`src/rtl/atl_pkg.sv`:
```
// constants, field positions and types of the address table lookup control
// assumes a 10 MHz core clock and a 32-bit APB register port
package atl_pkg;

   // ---------------------------------------------------------------
   // clock and timing
   // ---------------------------------------------------------------
   localparam int unsigned CLK_HZ = 10_000_000;
   localparam int unsigned AGE_UNIT_US = 1000;
   localparam int unsigned AGE_UNIT_CYC = AGE_UNIT_US * (CLK_HZ / 1_000_000);

   // ---------------------------------------------------------------
   // register indices and byte addresses
   // ---------------------------------------------------------------
   localparam logic [9:0] IDX_CTRL0 = 10'h310;
   localparam logic [9:0] IDX_CTRL1 = 10'h311;
   localparam logic [9:0] IDX_CTRL2 = 10'h312;
   localparam logic [9:0] IDX_AGE_PERIOD = 10'h313;
   localparam logic [9:0] IDX_STATUS = 10'h314;
   localparam logic [11:0] ADDR_CTRL0 = {IDX_CTRL0, 2'b00};
   localparam logic [11:0] ADDR_CTRL1 = {IDX_CTRL1, 2'b00};
   localparam logic [11:0] ADDR_CTRL2 = {IDX_CTRL2, 2'b00};
   localparam logic [11:0] ADDR_AGE_PERIOD = {IDX_AGE_PERIOD, 2'b00};
   localparam logic [11:0] ADDR_STATUS = {IDX_STATUS, 2'b00};

   // ---------------------------------------------------------------
   // field positions
   // ---------------------------------------------------------------
   localparam int C1_LEARN_DIS = 7;
   localparam int C1_SELF_FILT = 6;
   localparam int C1_FLUSH_ALL = 5;
   localparam int C1_FLUSH_MSTP = 4;
   localparam int C1_MCAST_FWD = 3;
   localparam int C1_AGE_EN = 2;
   localparam int C1_FAST_AGE = 1;
   localparam int C1_LINK_FLUSH = 0;
   localparam int C0_AGE_CNT_LO = 3;
   localparam int C2_SCOPE_LO = 2;
   localparam int SA_GROUP_BIT = 40;

   // ---------------------------------------------------------------
   // reset values
   // ---------------------------------------------------------------
   localparam logic [7:0] CTRL0_RST = 8'h61;
   localparam logic [7:0] CTRL1_RST = 8'h0C;
   localparam logic [7:0] CTRL2_RST = 8'h00;
   localparam logic [7:0] AGE_PERIOD_RST = 8'h4B;

   localparam int NUM_PORTS = 7;

   // ---------------------------------------------------------------
   // types
   // ---------------------------------------------------------------
   typedef enum logic [1:0] {
      SCOPE_NONE = 2'b00,
      SCOPE_DYN = 2'b01,
      SCOPE_STAT = 2'b10,
      SCOPE_BOTH = 2'b11
   } flush_scope_type;

   typedef enum logic [1:0] {
      KIND_ALL = 2'b00,
      KIND_MSTP = 2'b01,
      KIND_PORT = 2'b10
   } flush_kind_type;

   typedef enum logic [0:0] {
      FL_IDLE = 1'b0,
      FL_WAIT = 1'b1
   } flush_state_type;

endpackage

```
`src/rtl/address_table_lookup_control.sv`:
```
// address table lookup control: APB registers, flush sequencing, aging, filtering
// assumes an APB master on SYS_CLK_I and a lookup table that acknowledges flushes
//
// Operation
// - bit 7 set stops unicast learning
// - drop frames whose source equals own MAC
// - self filter needs port and global enable
// - bit 5 starts table flush, self-clears
// - table flush reaches static table with scope 10 or 11
// - both flushes obey the flush scope
// - bit 4 flushes matching spanning-tree entries
// - bit 3 clear drops multicast sources
// - bit 2 clear stops all aging
// - bit 1 selects fast aging rate
// - bit 0 flushes ports whose link drops
// - scope 01 dyn, 10 static, 11 both
// - age count loaded on dynamic updates
`timescale 1ns/1ps
module address_table_lookup_control #(
   parameter int unsigned AGE_UNIT_CYC = atl_pkg::AGE_UNIT_CYC
) (
   // clock and reset
   input wire logic SYS_CLK_I,
   input wire logic RST_B_I,
   // apb slave
   input wire logic PSEL_I,
   input wire logic PENABLE_I,
   input wire logic PWRITE_I,
   input wire logic [11:0] PADDR_I,
   input wire logic [31:0] PWDATA_I,
   output logic [31:0] PRDATA_O,
   output logic PREADY_O,
   output logic PSLVERR_O,
   // neighbouring settings
   input wire logic [47:0] SELF_MAC_I,
   input wire logic [atl_pkg::NUM_PORTS-1:0] PORT_FILT_EN_I,
   // received frames
   input wire logic RX_VALID_I,
   input wire logic [2:0] RX_PORT_I,
   input wire logic [47:0] RX_SA_I,
   output logic RX_DONE_O,
   output logic RX_DROP_O,
   output logic RX_LEARN_O,
   output logic [2:0] AGE_COUNT_O,
   // aging
   output logic AGE_TICK_O,
   // link state
   input wire logic [atl_pkg::NUM_PORTS-1:0] LINK_UP_I,
   // flush command to the lookup table
   output logic FLUSH_VALID_O,
   output atl_pkg::flush_kind_type FLUSH_KIND_O,
   output atl_pkg::flush_scope_type FLUSH_SCOPE_O,
   output logic [2:0] FLUSH_PORT_O,
   input wire logic FLUSH_DONE_I
);
   import atl_pkg::*;

   // ---------------------------------------------------------------
   // address decode
   // ---------------------------------------------------------------
   function automatic logic hit(input logic [11:0] addr, input logic [11:0] reg_addr);
      hit = (addr == reg_addr);
   endfunction

   logic [7:0] ctrl0_q;
   logic [7:0] ctrl1_q;
   logic [7:0] ctrl2_q;
   logic [7:0] age_period_q;

   logic setup;
   logic wr_en;
   logic mapped;

   logic [7:0] rd_val;
   logic [7:0] status;

   flush_state_type fl_state_q;
   flush_kind_type fl_kind_q;
   logic [2:0] fl_port_q;

   logic fl_done;
   logic done_all;
   logic done_mstp;
   logic [NUM_PORTS-1:0] done_port;

   logic [NUM_PORTS-1:0] link_q;
   logic [NUM_PORTS-1:0] ld_pend_q;
   logic any_pend;
   logic [2:0] pend_idx;

   flush_scope_type scope;

   // setup taken only while idle
   assign setup = PSEL_I && !PENABLE_I && !PREADY_O;
   // write lands with pready
   assign wr_en = PSEL_I && PENABLE_I && PWRITE_I && PREADY_O;
   assign scope = flush_scope_type'(ctrl2_q[C2_SCOPE_LO +: 2]);

   // register read decode
   always_comb begin
      mapped = hit(PADDR_I, ADDR_CTRL0) || hit(PADDR_I, ADDR_CTRL1) ||
               hit(PADDR_I, ADDR_CTRL2) || hit(PADDR_I, ADDR_AGE_PERIOD) ||
               hit(PADDR_I, ADDR_STATUS);
      // busy flag and pendings
      status = {(fl_state_q == FL_WAIT), ld_pend_q};
      rd_val = 8'h00;
      if (hit(PADDR_I, ADDR_CTRL0)) begin
         rd_val = ctrl0_q;
      end else if (hit(PADDR_I, ADDR_CTRL1)) begin
         rd_val = ctrl1_q;
      end else if (hit(PADDR_I, ADDR_CTRL2)) begin
         rd_val = ctrl2_q;
      end else if (hit(PADDR_I, ADDR_AGE_PERIOD)) begin
         rd_val = age_period_q;
      end else if (hit(PADDR_I, ADDR_STATUS)) begin
         rd_val = status;
      end
   end

   // ---------------------------------------------------------------
   // apb handshake and read data
   // ---------------------------------------------------------------
   always_ff @(posedge SYS_CLK_I or negedge RST_B_I) begin
      if (!RST_B_I) begin
         PREADY_O <= 1'b0;
         PSLVERR_O <= 1'b0;
         PRDATA_O <= 32'h00000000;
      end else begin
         // one ready pulse, no wait
         PREADY_O <= setup;
         if (setup) begin
            PSLVERR_O <= !mapped;
            // held for the access cycle
            PRDATA_O <= (!PWRITE_I) ? {24'h000000, rd_val} : 32'h00000000;
         end else begin
            PSLVERR_O <= 1'b0;
         end
      end
   end

   // ---------------------------------------------------------------
   // plain configuration registers
   // ---------------------------------------------------------------
   always_ff @(posedge SYS_CLK_I or negedge RST_B_I) begin
      if (!RST_B_I) begin
         ctrl0_q <= CTRL0_RST;
         ctrl2_q <= CTRL2_RST;
         age_period_q <= AGE_PERIOD_RST;
      end else if (wr_en) begin
         if (hit(PADDR_I, ADDR_CTRL0)) begin
            ctrl0_q <= PWDATA_I[7:0];
         end

         if (hit(PADDR_I, ADDR_CTRL2)) begin
            ctrl2_q <= PWDATA_I[7:0];
         end

         if (hit(PADDR_I, ADDR_AGE_PERIOD)) begin
            age_period_q <= PWDATA_I[7:0];
         end
      end
   end

   // ---------------------------------------------------------------
   // lookup control register with self-clearing flush bits
   // ---------------------------------------------------------------
   always_ff @(posedge SYS_CLK_I or negedge RST_B_I) begin
      if (!RST_B_I) begin
         ctrl1_q <= CTRL1_RST;
      end else begin
         // plain bits
         if (wr_en && hit(PADDR_I, ADDR_CTRL1)) begin
            ctrl1_q[7:6] <= PWDATA_I[7:6];
            ctrl1_q[3:0] <= PWDATA_I[3:0];
         end

         ctrl1_q[C1_FLUSH_ALL] <= (wr_en && hit(PADDR_I, ADDR_CTRL1) &&
                                   PWDATA_I[C1_FLUSH_ALL]) ||
                                  (ctrl1_q[C1_FLUSH_ALL] && !done_all);

         ctrl1_q[C1_FLUSH_MSTP] <= (wr_en && hit(PADDR_I, ADDR_CTRL1) &&
                                    PWDATA_I[C1_FLUSH_MSTP]) ||
                                   (ctrl1_q[C1_FLUSH_MSTP] && !done_mstp);
      end
   end

   // ---------------------------------------------------------------
   // link-down tracking
   // ---------------------------------------------------------------
   // previous link level
   always_ff @(posedge SYS_CLK_I or negedge RST_B_I) begin
      if (!RST_B_I) begin
         link_q <= '0;
      end else begin
         link_q <= LINK_UP_I;
      end
   end

   genvar gp;
   generate
      for (gp = 0; gp < NUM_PORTS; gp++) begin : g_port
         // ends with its own flush
         assign done_port[gp] = fl_done && (fl_kind_q == KIND_PORT) &&
                                (fl_port_q == 3'(gp));
         always_ff @(posedge SYS_CLK_I or negedge RST_B_I) begin
            if (!RST_B_I) begin
               ld_pend_q[gp] <= 1'b0;
            end else begin
               // set wins over done
               // link-down flush request
               ld_pend_q[gp] <= (ctrl1_q[C1_LINK_FLUSH] && link_q[gp] && !LINK_UP_I[gp]) ||
                                (ld_pend_q[gp] && !done_port[gp]);
            end
         end
      end
   endgenerate

   // lowest port served first
   always_comb begin
      any_pend = |ld_pend_q;
      pend_idx = 3'h0;
      for (int i = NUM_PORTS - 1; i >= 0; i--) begin
         if (ld_pend_q[i]) begin
            pend_idx = 3'(i);
         end
      end
   end

   // ---------------------------------------------------------------
   // flush sequencer
   // ---------------------------------------------------------------
   // answer counts only when out
   assign fl_done = (fl_state_q == FL_WAIT) && FLUSH_DONE_I;
   assign done_all = (fl_done && fl_kind_q == KIND_ALL) ||
                     (fl_state_q == FL_IDLE && ctrl1_q[C1_FLUSH_ALL] && scope == SCOPE_NONE);

   assign done_mstp = (fl_done && fl_kind_q == KIND_MSTP) ||
                      (fl_state_q == FL_IDLE && !ctrl1_q[C1_FLUSH_ALL] &&
                       ctrl1_q[C1_FLUSH_MSTP] && scope == SCOPE_NONE);

   always_ff @(posedge SYS_CLK_I or negedge RST_B_I) begin
      if (!RST_B_I) begin
         fl_state_q <= FL_IDLE;
         fl_kind_q <= KIND_ALL;
         fl_port_q <= 3'h0;

         FLUSH_VALID_O <= 1'b0;
         FLUSH_KIND_O <= KIND_ALL;
         FLUSH_SCOPE_O <= SCOPE_NONE;
         FLUSH_PORT_O <= 3'h0;
      end else begin
         unique case (fl_state_q)
            FL_IDLE: begin
               if (ctrl1_q[C1_FLUSH_ALL] && scope != SCOPE_NONE) begin
                  fl_state_q <= FL_WAIT;
                  fl_kind_q <= KIND_ALL;
                  FLUSH_VALID_O <= 1'b1;
                  FLUSH_KIND_O <= KIND_ALL;
                  FLUSH_SCOPE_O <= scope;
               end else if (!ctrl1_q[C1_FLUSH_ALL] && ctrl1_q[C1_FLUSH_MSTP] &&
                            scope != SCOPE_NONE) begin
                  fl_state_q <= FL_WAIT;
                  fl_kind_q <= KIND_MSTP;
                  FLUSH_VALID_O <= 1'b1;
                  FLUSH_KIND_O <= KIND_MSTP;
                  FLUSH_SCOPE_O <= scope;
               end else if (!ctrl1_q[C1_FLUSH_ALL] && !ctrl1_q[C1_FLUSH_MSTP] && any_pend) begin
                  fl_state_q <= FL_WAIT;
                  fl_kind_q <= KIND_PORT;
                  fl_port_q <= pend_idx;
                  FLUSH_VALID_O <= 1'b1;
                  FLUSH_KIND_O <= KIND_PORT;
                  FLUSH_SCOPE_O <= SCOPE_DYN;
                  FLUSH_PORT_O <= pend_idx;
               end
            end

            FL_WAIT: begin
               // held until done
               if (FLUSH_DONE_I) begin
                  fl_state_q <= FL_IDLE;
                  FLUSH_VALID_O <= 1'b0;
               end
            end
         endcase
      end
   end

   // ---------------------------------------------------------------
   // age count for dynamic entry updates
   // ---------------------------------------------------------------
   // one cycle behind the register
   always_ff @(posedge SYS_CLK_I or negedge RST_B_I) begin
      if (!RST_B_I) begin
         AGE_COUNT_O <= CTRL0_RST[C0_AGE_CNT_LO +: 3];
      end else begin
         AGE_COUNT_O <= ctrl0_q[C0_AGE_CNT_LO +: 3];
      end
   end

   // ---------------------------------------------------------------
   // frame checks and aging timer
   // ---------------------------------------------------------------
   // verdicts one cycle later
   atl_frame_filter u_filter (
      .clk_i(SYS_CLK_I),
      .rst_b_i(RST_B_I),
      .rx_valid_i(RX_VALID_I),
      .rx_port_i(RX_PORT_I),
      .rx_sa_i(RX_SA_I),
      .self_mac_i(SELF_MAC_I),
      .port_filt_en_i(PORT_FILT_EN_I),
      .self_filt_i(ctrl1_q[C1_SELF_FILT]),
      .mcast_fwd_i(ctrl1_q[C1_MCAST_FWD]),
      .learn_dis_i(ctrl1_q[C1_LEARN_DIS]),
      .done_o(RX_DONE_O),
      .drop_o(RX_DROP_O),
      .learn_o(RX_LEARN_O)
   );

   // aging ticks
   atl_age_timer #(
      .UNIT_CYC(AGE_UNIT_CYC)
   ) u_age (
      .clk_i(SYS_CLK_I),
      .rst_b_i(RST_B_I),
      .age_en_i(ctrl1_q[C1_AGE_EN]),
      .fast_i(ctrl1_q[C1_FAST_AGE]),
      .period_i(age_period_q),
      .tick_o(AGE_TICK_O)
   );

endmodule

```
`src/rtl/atl_frame_filter.sv`:
```
// per-frame source address checks: self filter, multicast drop, learning
// assumes one frame offered per valid pulse, inputs synchronous to clk_i
`timescale 1ns/1ps
module atl_frame_filter (
   // clock and reset
   input wire logic clk_i,
   input wire logic rst_b_i,
   // frame
   input wire logic rx_valid_i,
   input wire logic [2:0] rx_port_i,
   input wire logic [47:0] rx_sa_i,
   // settings
   input wire logic [47:0] self_mac_i,
   input wire logic [atl_pkg::NUM_PORTS-1:0] port_filt_en_i,
   input wire logic self_filt_i,
   input wire logic mcast_fwd_i,
   input wire logic learn_dis_i,
   // verdict
   output logic done_o,
   output logic drop_o,
   output logic learn_o
);
   import atl_pkg::*;

   logic port_en;
   logic self_hit;
   logic mcast_sa;
   logic drop_d;

   always_comb begin
      port_en = (rx_port_i < 3'(NUM_PORTS)) ? port_filt_en_i[rx_port_i] : 1'b0;
      self_hit = self_filt_i && port_en && (rx_sa_i == self_mac_i);
      mcast_sa = rx_sa_i[SA_GROUP_BIT];
      drop_d = self_hit || (!mcast_fwd_i && mcast_sa);
   end

   always_ff @(posedge clk_i or negedge rst_b_i) begin
      if (!rst_b_i) begin
         done_o <= 1'b0;
         drop_o <= 1'b0;
         learn_o <= 1'b0;
      end else begin
         done_o <= rx_valid_i;
         drop_o <= rx_valid_i && drop_d;
         learn_o <= rx_valid_i && !drop_d && !mcast_sa && !learn_dis_i;
      end
   end

endmodule

```
`src/rtl/atl_age_timer.sv`:
```
// aging tick generator: normal rate from the age period, fast rate per unit
// assumes UNIT_CYC is a fixed, non-zero count of core clocks
`timescale 1ns/1ps
module atl_age_timer #(
   parameter int unsigned UNIT_CYC = atl_pkg::AGE_UNIT_CYC
) (
   // clock and reset
   input wire logic clk_i,
   input wire logic rst_b_i,
   // settings
   input wire logic age_en_i,
   input wire logic fast_i,
   input wire logic [7:0] period_i,
   // tick
   output logic tick_o
);
   import atl_pkg::*;

   logic [23:0] unit_cnt_q;
   logic [7:0] period_cnt_q;
   logic unit_end;

   assign unit_end = (unit_cnt_q == 24'(UNIT_CYC - 1));

   always_ff @(posedge clk_i or negedge rst_b_i) begin
      if (!rst_b_i) begin
         unit_cnt_q <= 24'h000000;
      end else if (!age_en_i || unit_end) begin
         unit_cnt_q <= 24'h000000;
      end else begin
         unit_cnt_q <= unit_cnt_q + 24'h000001;
      end
   end

   always_ff @(posedge clk_i or negedge rst_b_i) begin
      if (!rst_b_i) begin
         period_cnt_q <= 8'h00;
         tick_o <= 1'b0;
      end else if (!age_en_i) begin
         period_cnt_q <= 8'h00;
         tick_o <= 1'b0;
      end else if (unit_end) begin
         if (fast_i || (period_cnt_q + 8'h01 >= period_i)) begin
            period_cnt_q <= 8'h00;
            tick_o <= 1'b1;
         end else begin
            period_cnt_q <= period_cnt_q + 8'h01;
            tick_o <= 1'b0;
         end
      end else begin
         tick_o <= 1'b0;
      end
   end

endmodule

```
`config.mk`:
```
export PLATFORM = sky130hd
export DESIGN_NAME = address_table_lookup_control
export DESIGN_NICKNAME = d
export VERILOG_FILES = /design/src/rtl/atl_pkg.sv /design/src/rtl/address_table_lookup_control.sv /design/src/rtl/atl_frame_filter.sv /design/src/rtl/atl_age_timer.sv
export SDC_FILE = /design/constraint.sdc
export NUM_CORES = 1
export LEC_CHECK = 0
export BUFFER_PORTS_ARGS = -buffer_cell sky130_fd_sc_hd__buf_2
export CORE_MARGIN = 3
export CORE_UTILIZATION = 29
export CTS_CLUSTER_SIZE = 10
export DETAILED_ROUTE_END_ITERATION = 10
export MAX_ROUTING_LAYER = met4
export PLACE_DENSITY = 0.62
export SLEW_MARGIN = 5
export SYNTH_ARGS = -nofsm -noshare
export SYNTH_HDL_FRONTEND = slang
export SYNTH_SLANG_ARGS = --single-unit
```
`constraint.sdc`:
```
create_clock -name SYS_CLK_I -period 2.3 [get_ports SYS_CLK_I]
set_clock_uncertainty 0.15 [all_clocks]
set_input_delay 0.115 -clock SYS_CLK_I [delete_from_list [all_inputs] [get_ports SYS_CLK_I]]
set_output_delay 0.115 -clock SYS_CLK_I [all_outputs]
set_load 0.01 [all_outputs]
```
## Yosys cells after proc, flatten, opt, wreduce, memory -nomap -nowiden

Index checks and enable logic that the tools add are counted.

| operators by class | value |
|---|---|
| $add $sub $neg | 2 |
| magnitude comparators | 3 |
| equality and inequality tests | 18 |
| multiplexer cells | 40 |
| bitwise gates (word level) | 3 |
| reductions and logical operators | 115 |

Operators with widths:

| operator | number |
|---|---|
| $mux W8 | 9 |
| $eq A12 B12 Y1 const B | 5 |
| $logic_and A1 B1 Y1 | 59 |
| $eq A48 B48 Y1 | 1 |
| $logic_not A1 Y1 | 26 |
| $add A24 B1 Y24 const B | 1 |
| $eq A24 B14 Y1 const B | 1 |
| $mux W24 | 1 |
| $mux W3 | 7 |
| $logic_or A1 B1 Y1 | 18 |
| $mux W1 | 14 |
| $mux W2 | 6 |
| $reduce_and A2 Y1 | 5 |
| $eq A3 B3 Y1 const B | 3 |
| $add A8 B1 Y8 const B | 1 |
| $ge A8 B8 Y1 | 1 |
| $reduce_or A7 Y1 | 1 |
| $eq A3 B2 Y1 const B | 2 |
| $logic_not A2 Y1 | 2 |
| $lt A3 B4 Y1 const B | 1 |
| $ne A4 B1 Y1 const B | 1 |
| $pmux W1 S2 | 2 |
| $reduce_and A4 Y1 | 1 |
| $bmux W1 S3 | 1 |
| other kinds (10) | 12 |

| word-level totals | value |
|---|---|
| register bits after elaboration | 128 |
| input port bits | 164 |
| output and inout port bits | 49 |
| logic and storage cells | 209 |

## Longest topological paths before layout

| depth | value |
|---|---|
| word-level depth | 10 |
| depth in mapped cells | 9 |
| gate-level depth less buffers | 9 |

## By module

A second synthesis with hierarchy kept.

| second synthesis, totals | value |
|---|---|
| cell total of the unflattened synthesis | 608 |
| area, all modules | 6,000.8 µm² |

By module, submodules not included:

| module | instances | cells each | area each (µm²) | seq. area each (µm²) |
|---|---|---|---|---|
| address_table_lookup_control | 1 | 302 | 3,270.6 | 1,714.1 |
| atl_age_timer | 1 | 226 | 2,011.9 | 825.8 |
| atl_frame_filter | 1 | 80 | 718.2 | 75.1 |

## Worst setup path before layout

Ideal clock, no wire load.

| timing | value |
|---|---|
| path kind | register to register |
| start point | register u_age.period_cnt_q[0] |
| end point | register u_age.period_cnt_q[0] |
| setup time | 0.067 ns |
| data arrival time | 2.191 ns |
| required time | 2.083 ns |
| slack | -0.107 ns |
| stages on the path, launching flop included | 10 |
| buffers on the path | 0 |
| clock period less this slack | 2.407 ns |
| path through | dfrtp_1 -> ha_1 -> and3_1 -> xor2_1 -> ha_1 -> a21o_1 -> a21oi_1 -> nor2b_1 -> a2111oi_4 -> mux2_2 |

| on the way | value |
|---|---|
| longest elaborated chain between the ends | 6 |

RTL lines:

| element | line | text |
|---|---|---|
| start: declaration | atl_age_timer.sv:20 | `logic [7:0] period_cnt_q;` |
| start signal: assignment | atl_age_timer.sv:47 | `period_cnt_q <= period_cnt_q + 8'h01;` |
| $add A8 B1 Y8 * | atl_age_timer.sv:43, atl_age_timer.sv:47 |  |
| $ge A8 B8 Y1 | atl_age_timer.sv:43 | `if (fast_i \|\| (period_cnt_q + 8'h01 >= period_i)) begin` |
| $logic_or A1 B1 Y1 | atl_age_timer.sv:43 |  |
| $mux W8 * | atl_age_timer.sv:43 |  |
| $mux W8 * | atl_age_timer.sv:42 | `end else if (unit_end) begin` |
| $mux W8 * | atl_age_timer.sv:39 | `end else if (!age_en_i) begin` |

Every way passes the cells marked *; elsewhere a longest branch is shown, timed or not. The select of a mux whose other input is x is not followed.
A chain may end at the register's enable or synchronous reset.

## Worst setup path after layout

| timing | value |
|---|---|
| start point | register u_age.period_cnt_q[1] |
| end point | register u_age.period_cnt_q[0] |

| on the way | value |
|---|---|
| longest elaborated chain between the ends | 6 |

RTL lines:

| element | line |
|---|---|
| $add A8 B1 Y8 | atl_age_timer.sv:43 |
| $ge A8 B8 Y1 | atl_age_timer.sv:43 |
| $logic_or A1 B1 Y1 | atl_age_timer.sv:43 |
| $mux W8 | atl_age_timer.sv:43 |
| $mux W8 | atl_age_timer.sv:42 |
| $mux W8 | atl_age_timer.sv:39 |

Every way passes these cells. The select of a mux whose other input is x is not followed.

==> out/metrics.csv <==
stage;metric;value;unit
outcome;outcome;finished with violations;
outcome;failing checks;setup timing;
power_and_ir_drop;Pwr per Cell Area;567;nW/um2
logic_synthesis;yosys warns;0;
global_route;largest net degree at the start of global routing;50;
setup_path;Crit Reg-Reg Endpoint;u_age.period_cnt_q[0];
detailed_routing;DRC violations left;0;
die;die area;21300;um2
setup_path;Worst Setup Start Kind;register;
sta;Worst Slack Setup Final;-0.104;ns
global_route;global route total overflow;0;
run;maxcap violations;0;
setup_path;Slowest Stage Delay on Critical Path;0.42;ns
placed_design;placed cells;998;
sta;RSZ-0062 raised after global routing;yes;
die;core area;19000;um2
final_layout;number of antenna diodes;0;
final_layout;most frequent cells in the layout;163 x buf_2, 93 x dfrtp_1, 57 x buf_4, 46 x xor2_1, 40 x nor2_1;
placed_design;post-DP HPWL;12300;um
sta;final setup TNS;-0.707;ns
power_and_ir_drop;Seq pwr share;48.1;%
cts;maximum clock insertion buffer count;2;
final_layout;area occupied by multi-input gates;2960;um2
cts;Reg clk slew, reported paths;0.07;ns
setup_path;RR Startpoint;u_age.period_cnt_q[1];
hold_path;Hold Path Origin;PSEL_I;
sta;Worst-Margin Slew;0.632;ns
logic_synthesis;sequential area share after synthesis;46.1;%
power_and_ir_drop;Pleak;3.63;nW
cts;CTS tree;built;
detailed_routing;DRT antenna net count;0;
setup_path;CP required;2.39;ns
detailed_routing;Total Wirelength;15700;um
power_and_ir_drop;switch share;29.1;%
die;Die X-Extent;146;um
logic_synthesis;top cell type's share of synthesized area;41.4;%
sta;fin crit period;2.40;ns
cts;Sink Count;104;
hold_path;Worst Hold End;PREADY_O;
logic_synthesis;Post-Syn Area;5680;um2
hold_path;Hold Path Stages;4;
final_layout;leading cell type in the layout, fill and taps excluded;buf_2;
cts;clk_lat worst skew;0.35;ns
final_layout;Final nets;953;
hold_path;worst hold path type;primary input to register;
cts;clk root buf;clkbuf_16;
sta;hold_ws;0.0251;ns
global_route;vias in the first global route;4867;
setup_path;worst-path fanout max;4;
setup_path;r2r worst-path depth;10;
logic_synthesis;area leader, netlist;dfrtp_1;
detailed_routing;vias;4771;
detailed_routing;WL per Instance;15.0;um
detailed_routing;vias per cell;4.57;
final_layout;Reg area;2620;um2
final_layout;post-layout util;41.0;%
setup_path;worst path arrival time;2.49;ns
setup_path;crit-path cells;ha_4 -> and3_4 -> nand3_4 -> xnor2_2 -> ha_1 -> nand4_1 -> nor2_2 -> a2111oi_4 -> buf_4 -> mux2_4;
die;I/O pin count;213;
sta;Slew headroom;57.9;%
power_and_ir_drop;worst vdd ir;0.000343;V
setup_path;Crit path max-delay family;simple AND/OR/NAND/NOR gates;
placed_design;Final Wtd Congestion;0.844;
sta;Final Setup Violations;8;
final_layout;area grow syn2layout;36.8;%
power_and_ir_drop;combinational power share;17.3;%
setup_path;flop-to-flop setup slack;-0.10;ns
final_layout;share of cells above drive strength 1;40.2;%
setup_path;Worst setup EP type;register;
logic_synthesis;#FFs+latches synth;104;
global_route;first-pass GRT wire length;25000;um
die;Die H;146;um
logic_synthesis;Avg Inst Size Synth;10.6;um2
power_and_ir_drop;Psw;1.28;mW
final_layout;fill count;1847;
die;Std-Cell Rows;50;
sta;Tcrit/Tclk final;105;%
detailed_routing;DR iter-0 viols;268;
logic_synthesis;ys async rst share;100;%
logic_synthesis;EDFF count, synth;0;
cts;clock buffer count from CTS;9;
logic_synthesis;largest cells by area after synthesis;dfrtp_1 41%, xor2_1 7.3%, mux2_2 6.1%;
placed_design;# port buffers;164;
setup_path;Crit Path Class;register to register;
global_route;gr usage total;14.9;%
logic_synthesis;Synth cell types;58;
sta;Fmax;0.416;GHz
power_and_ir_drop;Clk pwr share;34.6;%
power_and_ir_drop;Int Power;3.12;mW
final_layout;Final Instance Count excl. Fillers;1044;
sta;Hold Fails Final Rpt;0;
setup_path;CP bufs+invs;1;
logic_synthesis;Post-Synthesis Cells;538;
cts;CTS H-tree lvls;3;
die;Starting Density;29.9;%
global_route;antenna violations before repair;0;
detailed_routing;DRT Pass-1 Iters;4;
setup_path;Slowest cell on crit path;dfrtp_1;
sta;Slew Viols, Final;0;
logic_synthesis;prevailing post-synth register cell;dfrtp_1;
-- metal layers --
| metal | routed length (um) | track usage (%) | part of all wire [%] | vias to the layer above |
|---|---|---|---|---|
| li1 | - | - | - | 2377 |
| met1 | 7250 | 19.8 | 46 | 2272 |
| met2 | 7410 | 23.0 | 47 | 101 |
| met3 | 727 | 3.11 | 4.6 | 21 |
| met4 | 318 | 4.46 | 2.0 | 0 |
| met5 | 0 | - | 0 | - |
-- timing repair --
action,CTS,global route
hold endpoints to repair,90,0
hold buffers,19,0
gates resized for setup,5,13
buffers inserted,8,3
setup endpoints to repair,8,31
pin swaps,11,5
-- Yosys cell counts, types with 4 or more instances --
cell      count
nor2_1       42
a22o_1        8
or2_2         4
o31ai_1       4
a311oi_1      8
or4_1         5
inv_1        17
o21ai_0      23
ha_1         10
mux2_2       31
dfrtp_1      94
nand4_1      13
buf_4        24
buf_1         4
and4_1        4
clkbuf_1      7
a21oi_1       7
nand3_1      16
a32oi_1       8
dfstp_2      10
nor2b_1       6
a221o_1       8
nor3_1       10
xor2_1       47
nand2b_1      7
nor4_1       12
nand2_1      37
xnor2_1      26
-- worst register-to-register path, delay by kind of cell (launching register included) --
kind                     cells  cell delay (ns)
AO/OA/AOI/OAI                1             0.10
adder cells (fa/ha/maj)      2             0.50
AND/OR/NAND/NOR              4             0.56
multiplexers                 1             0.26
flip-flops                   1             0.42
XOR/XNOR                     1             0.15
buffers and inverters        1             0.16
-- worst max-delay path by stage --
| stage | startpoint | to | slack (ns) | cells after the start |
|---|---|---|---|---|
| after floorplan | u_age.period_cnt_q[0] | u_age.period_cnt_q[0] | -0.04 | 9 |
| after global placement | u_age.period_cnt_q[0] | u_age.period_cnt_q[0] | -0.17 | 9 |
| after detailed placement | u_age.period_cnt_q[0] | u_age.period_cnt_q[0] | -0.24 | 9 |
| after CTS | u_age.period_cnt_q[0] | u_age.period_cnt_q[0] | -0.06 | 10 |
| after global routing | u_age.period_cnt_q[1] | u_age.period_cnt_q[0] | -0.23 | 10 |
| final | u_age.period_cnt_q[1] | u_age.period_cnt_q[0] | -0.10 | 10 |
-- cells by family (layout without fill, tap and decap cells) --
family,after synthesis,in the layout,share of synthesized area [%]
compound gates,84,84,11.2
simple gates,179,179,17.4
xor+xnor,73,73,11.3
flops,104,104,46.1
mux,34,34,6.68
buf+inv,53,276,5.11
other cells,1,24,0.0661
fa+ha+maj,10,10,2.20
-- power by group through the flow --
| stage | Sequential, mW | Combinational, mW | Clock (mW) |
|---|---|---|---|
| finish | 2.12 | 0.763 | 1.53 |
| global route | 2.14 | 0.864 | 1.65 |
| CTS | 2.11 | 0.774 | 1.57 |
| global placement | 2.14 | 0.730 | 0 |
| detailed placement | 2.14 | 0.743 | 0 |
| floorplan | 2.09 | 0.420 | 0 |
-- cell type report --
class	instances	share of cell area [%]
tap	260	4.19
clock inverter	4	0.435
sequential	104	33.7
inverter	17	0.822
multi-input combinational	404	38.2
timing repair buffer	243	19.3
clock buffer	12	3.43
-- state kept, by name (all words and copies together) (netlist names), 2 cells and up --
signal,cells
AGE_COUNT_O,3
FLUSH_SCOPE_O,2
link_q,7
PRDATA_O,8
age_period_q,8
ctrl2_q,8
ctrl1_q,8
fl_kind_q,2
u_age.unit_cnt_q,24
fl_port_q,3
ctrl0_q,8
ld_pend_q,7
u_age.period_cnt_q,8
-- stage by stage --
stage / power, mW / cell area, um2 / worst slack [ns]
after floorplan: 2.51 / 5790 / -0.0398
after global placement: 2.87 / 7100 / -0.174
after detailed placement: 2.89 / 7100 / -0.237
after CTS: 4.46 / 7670 / -0.0621
after global routing: 4.65 / 7760 / -0.229
final: 4.41 / 7760 / -0.104
Power figures use the tool's default switching activity.
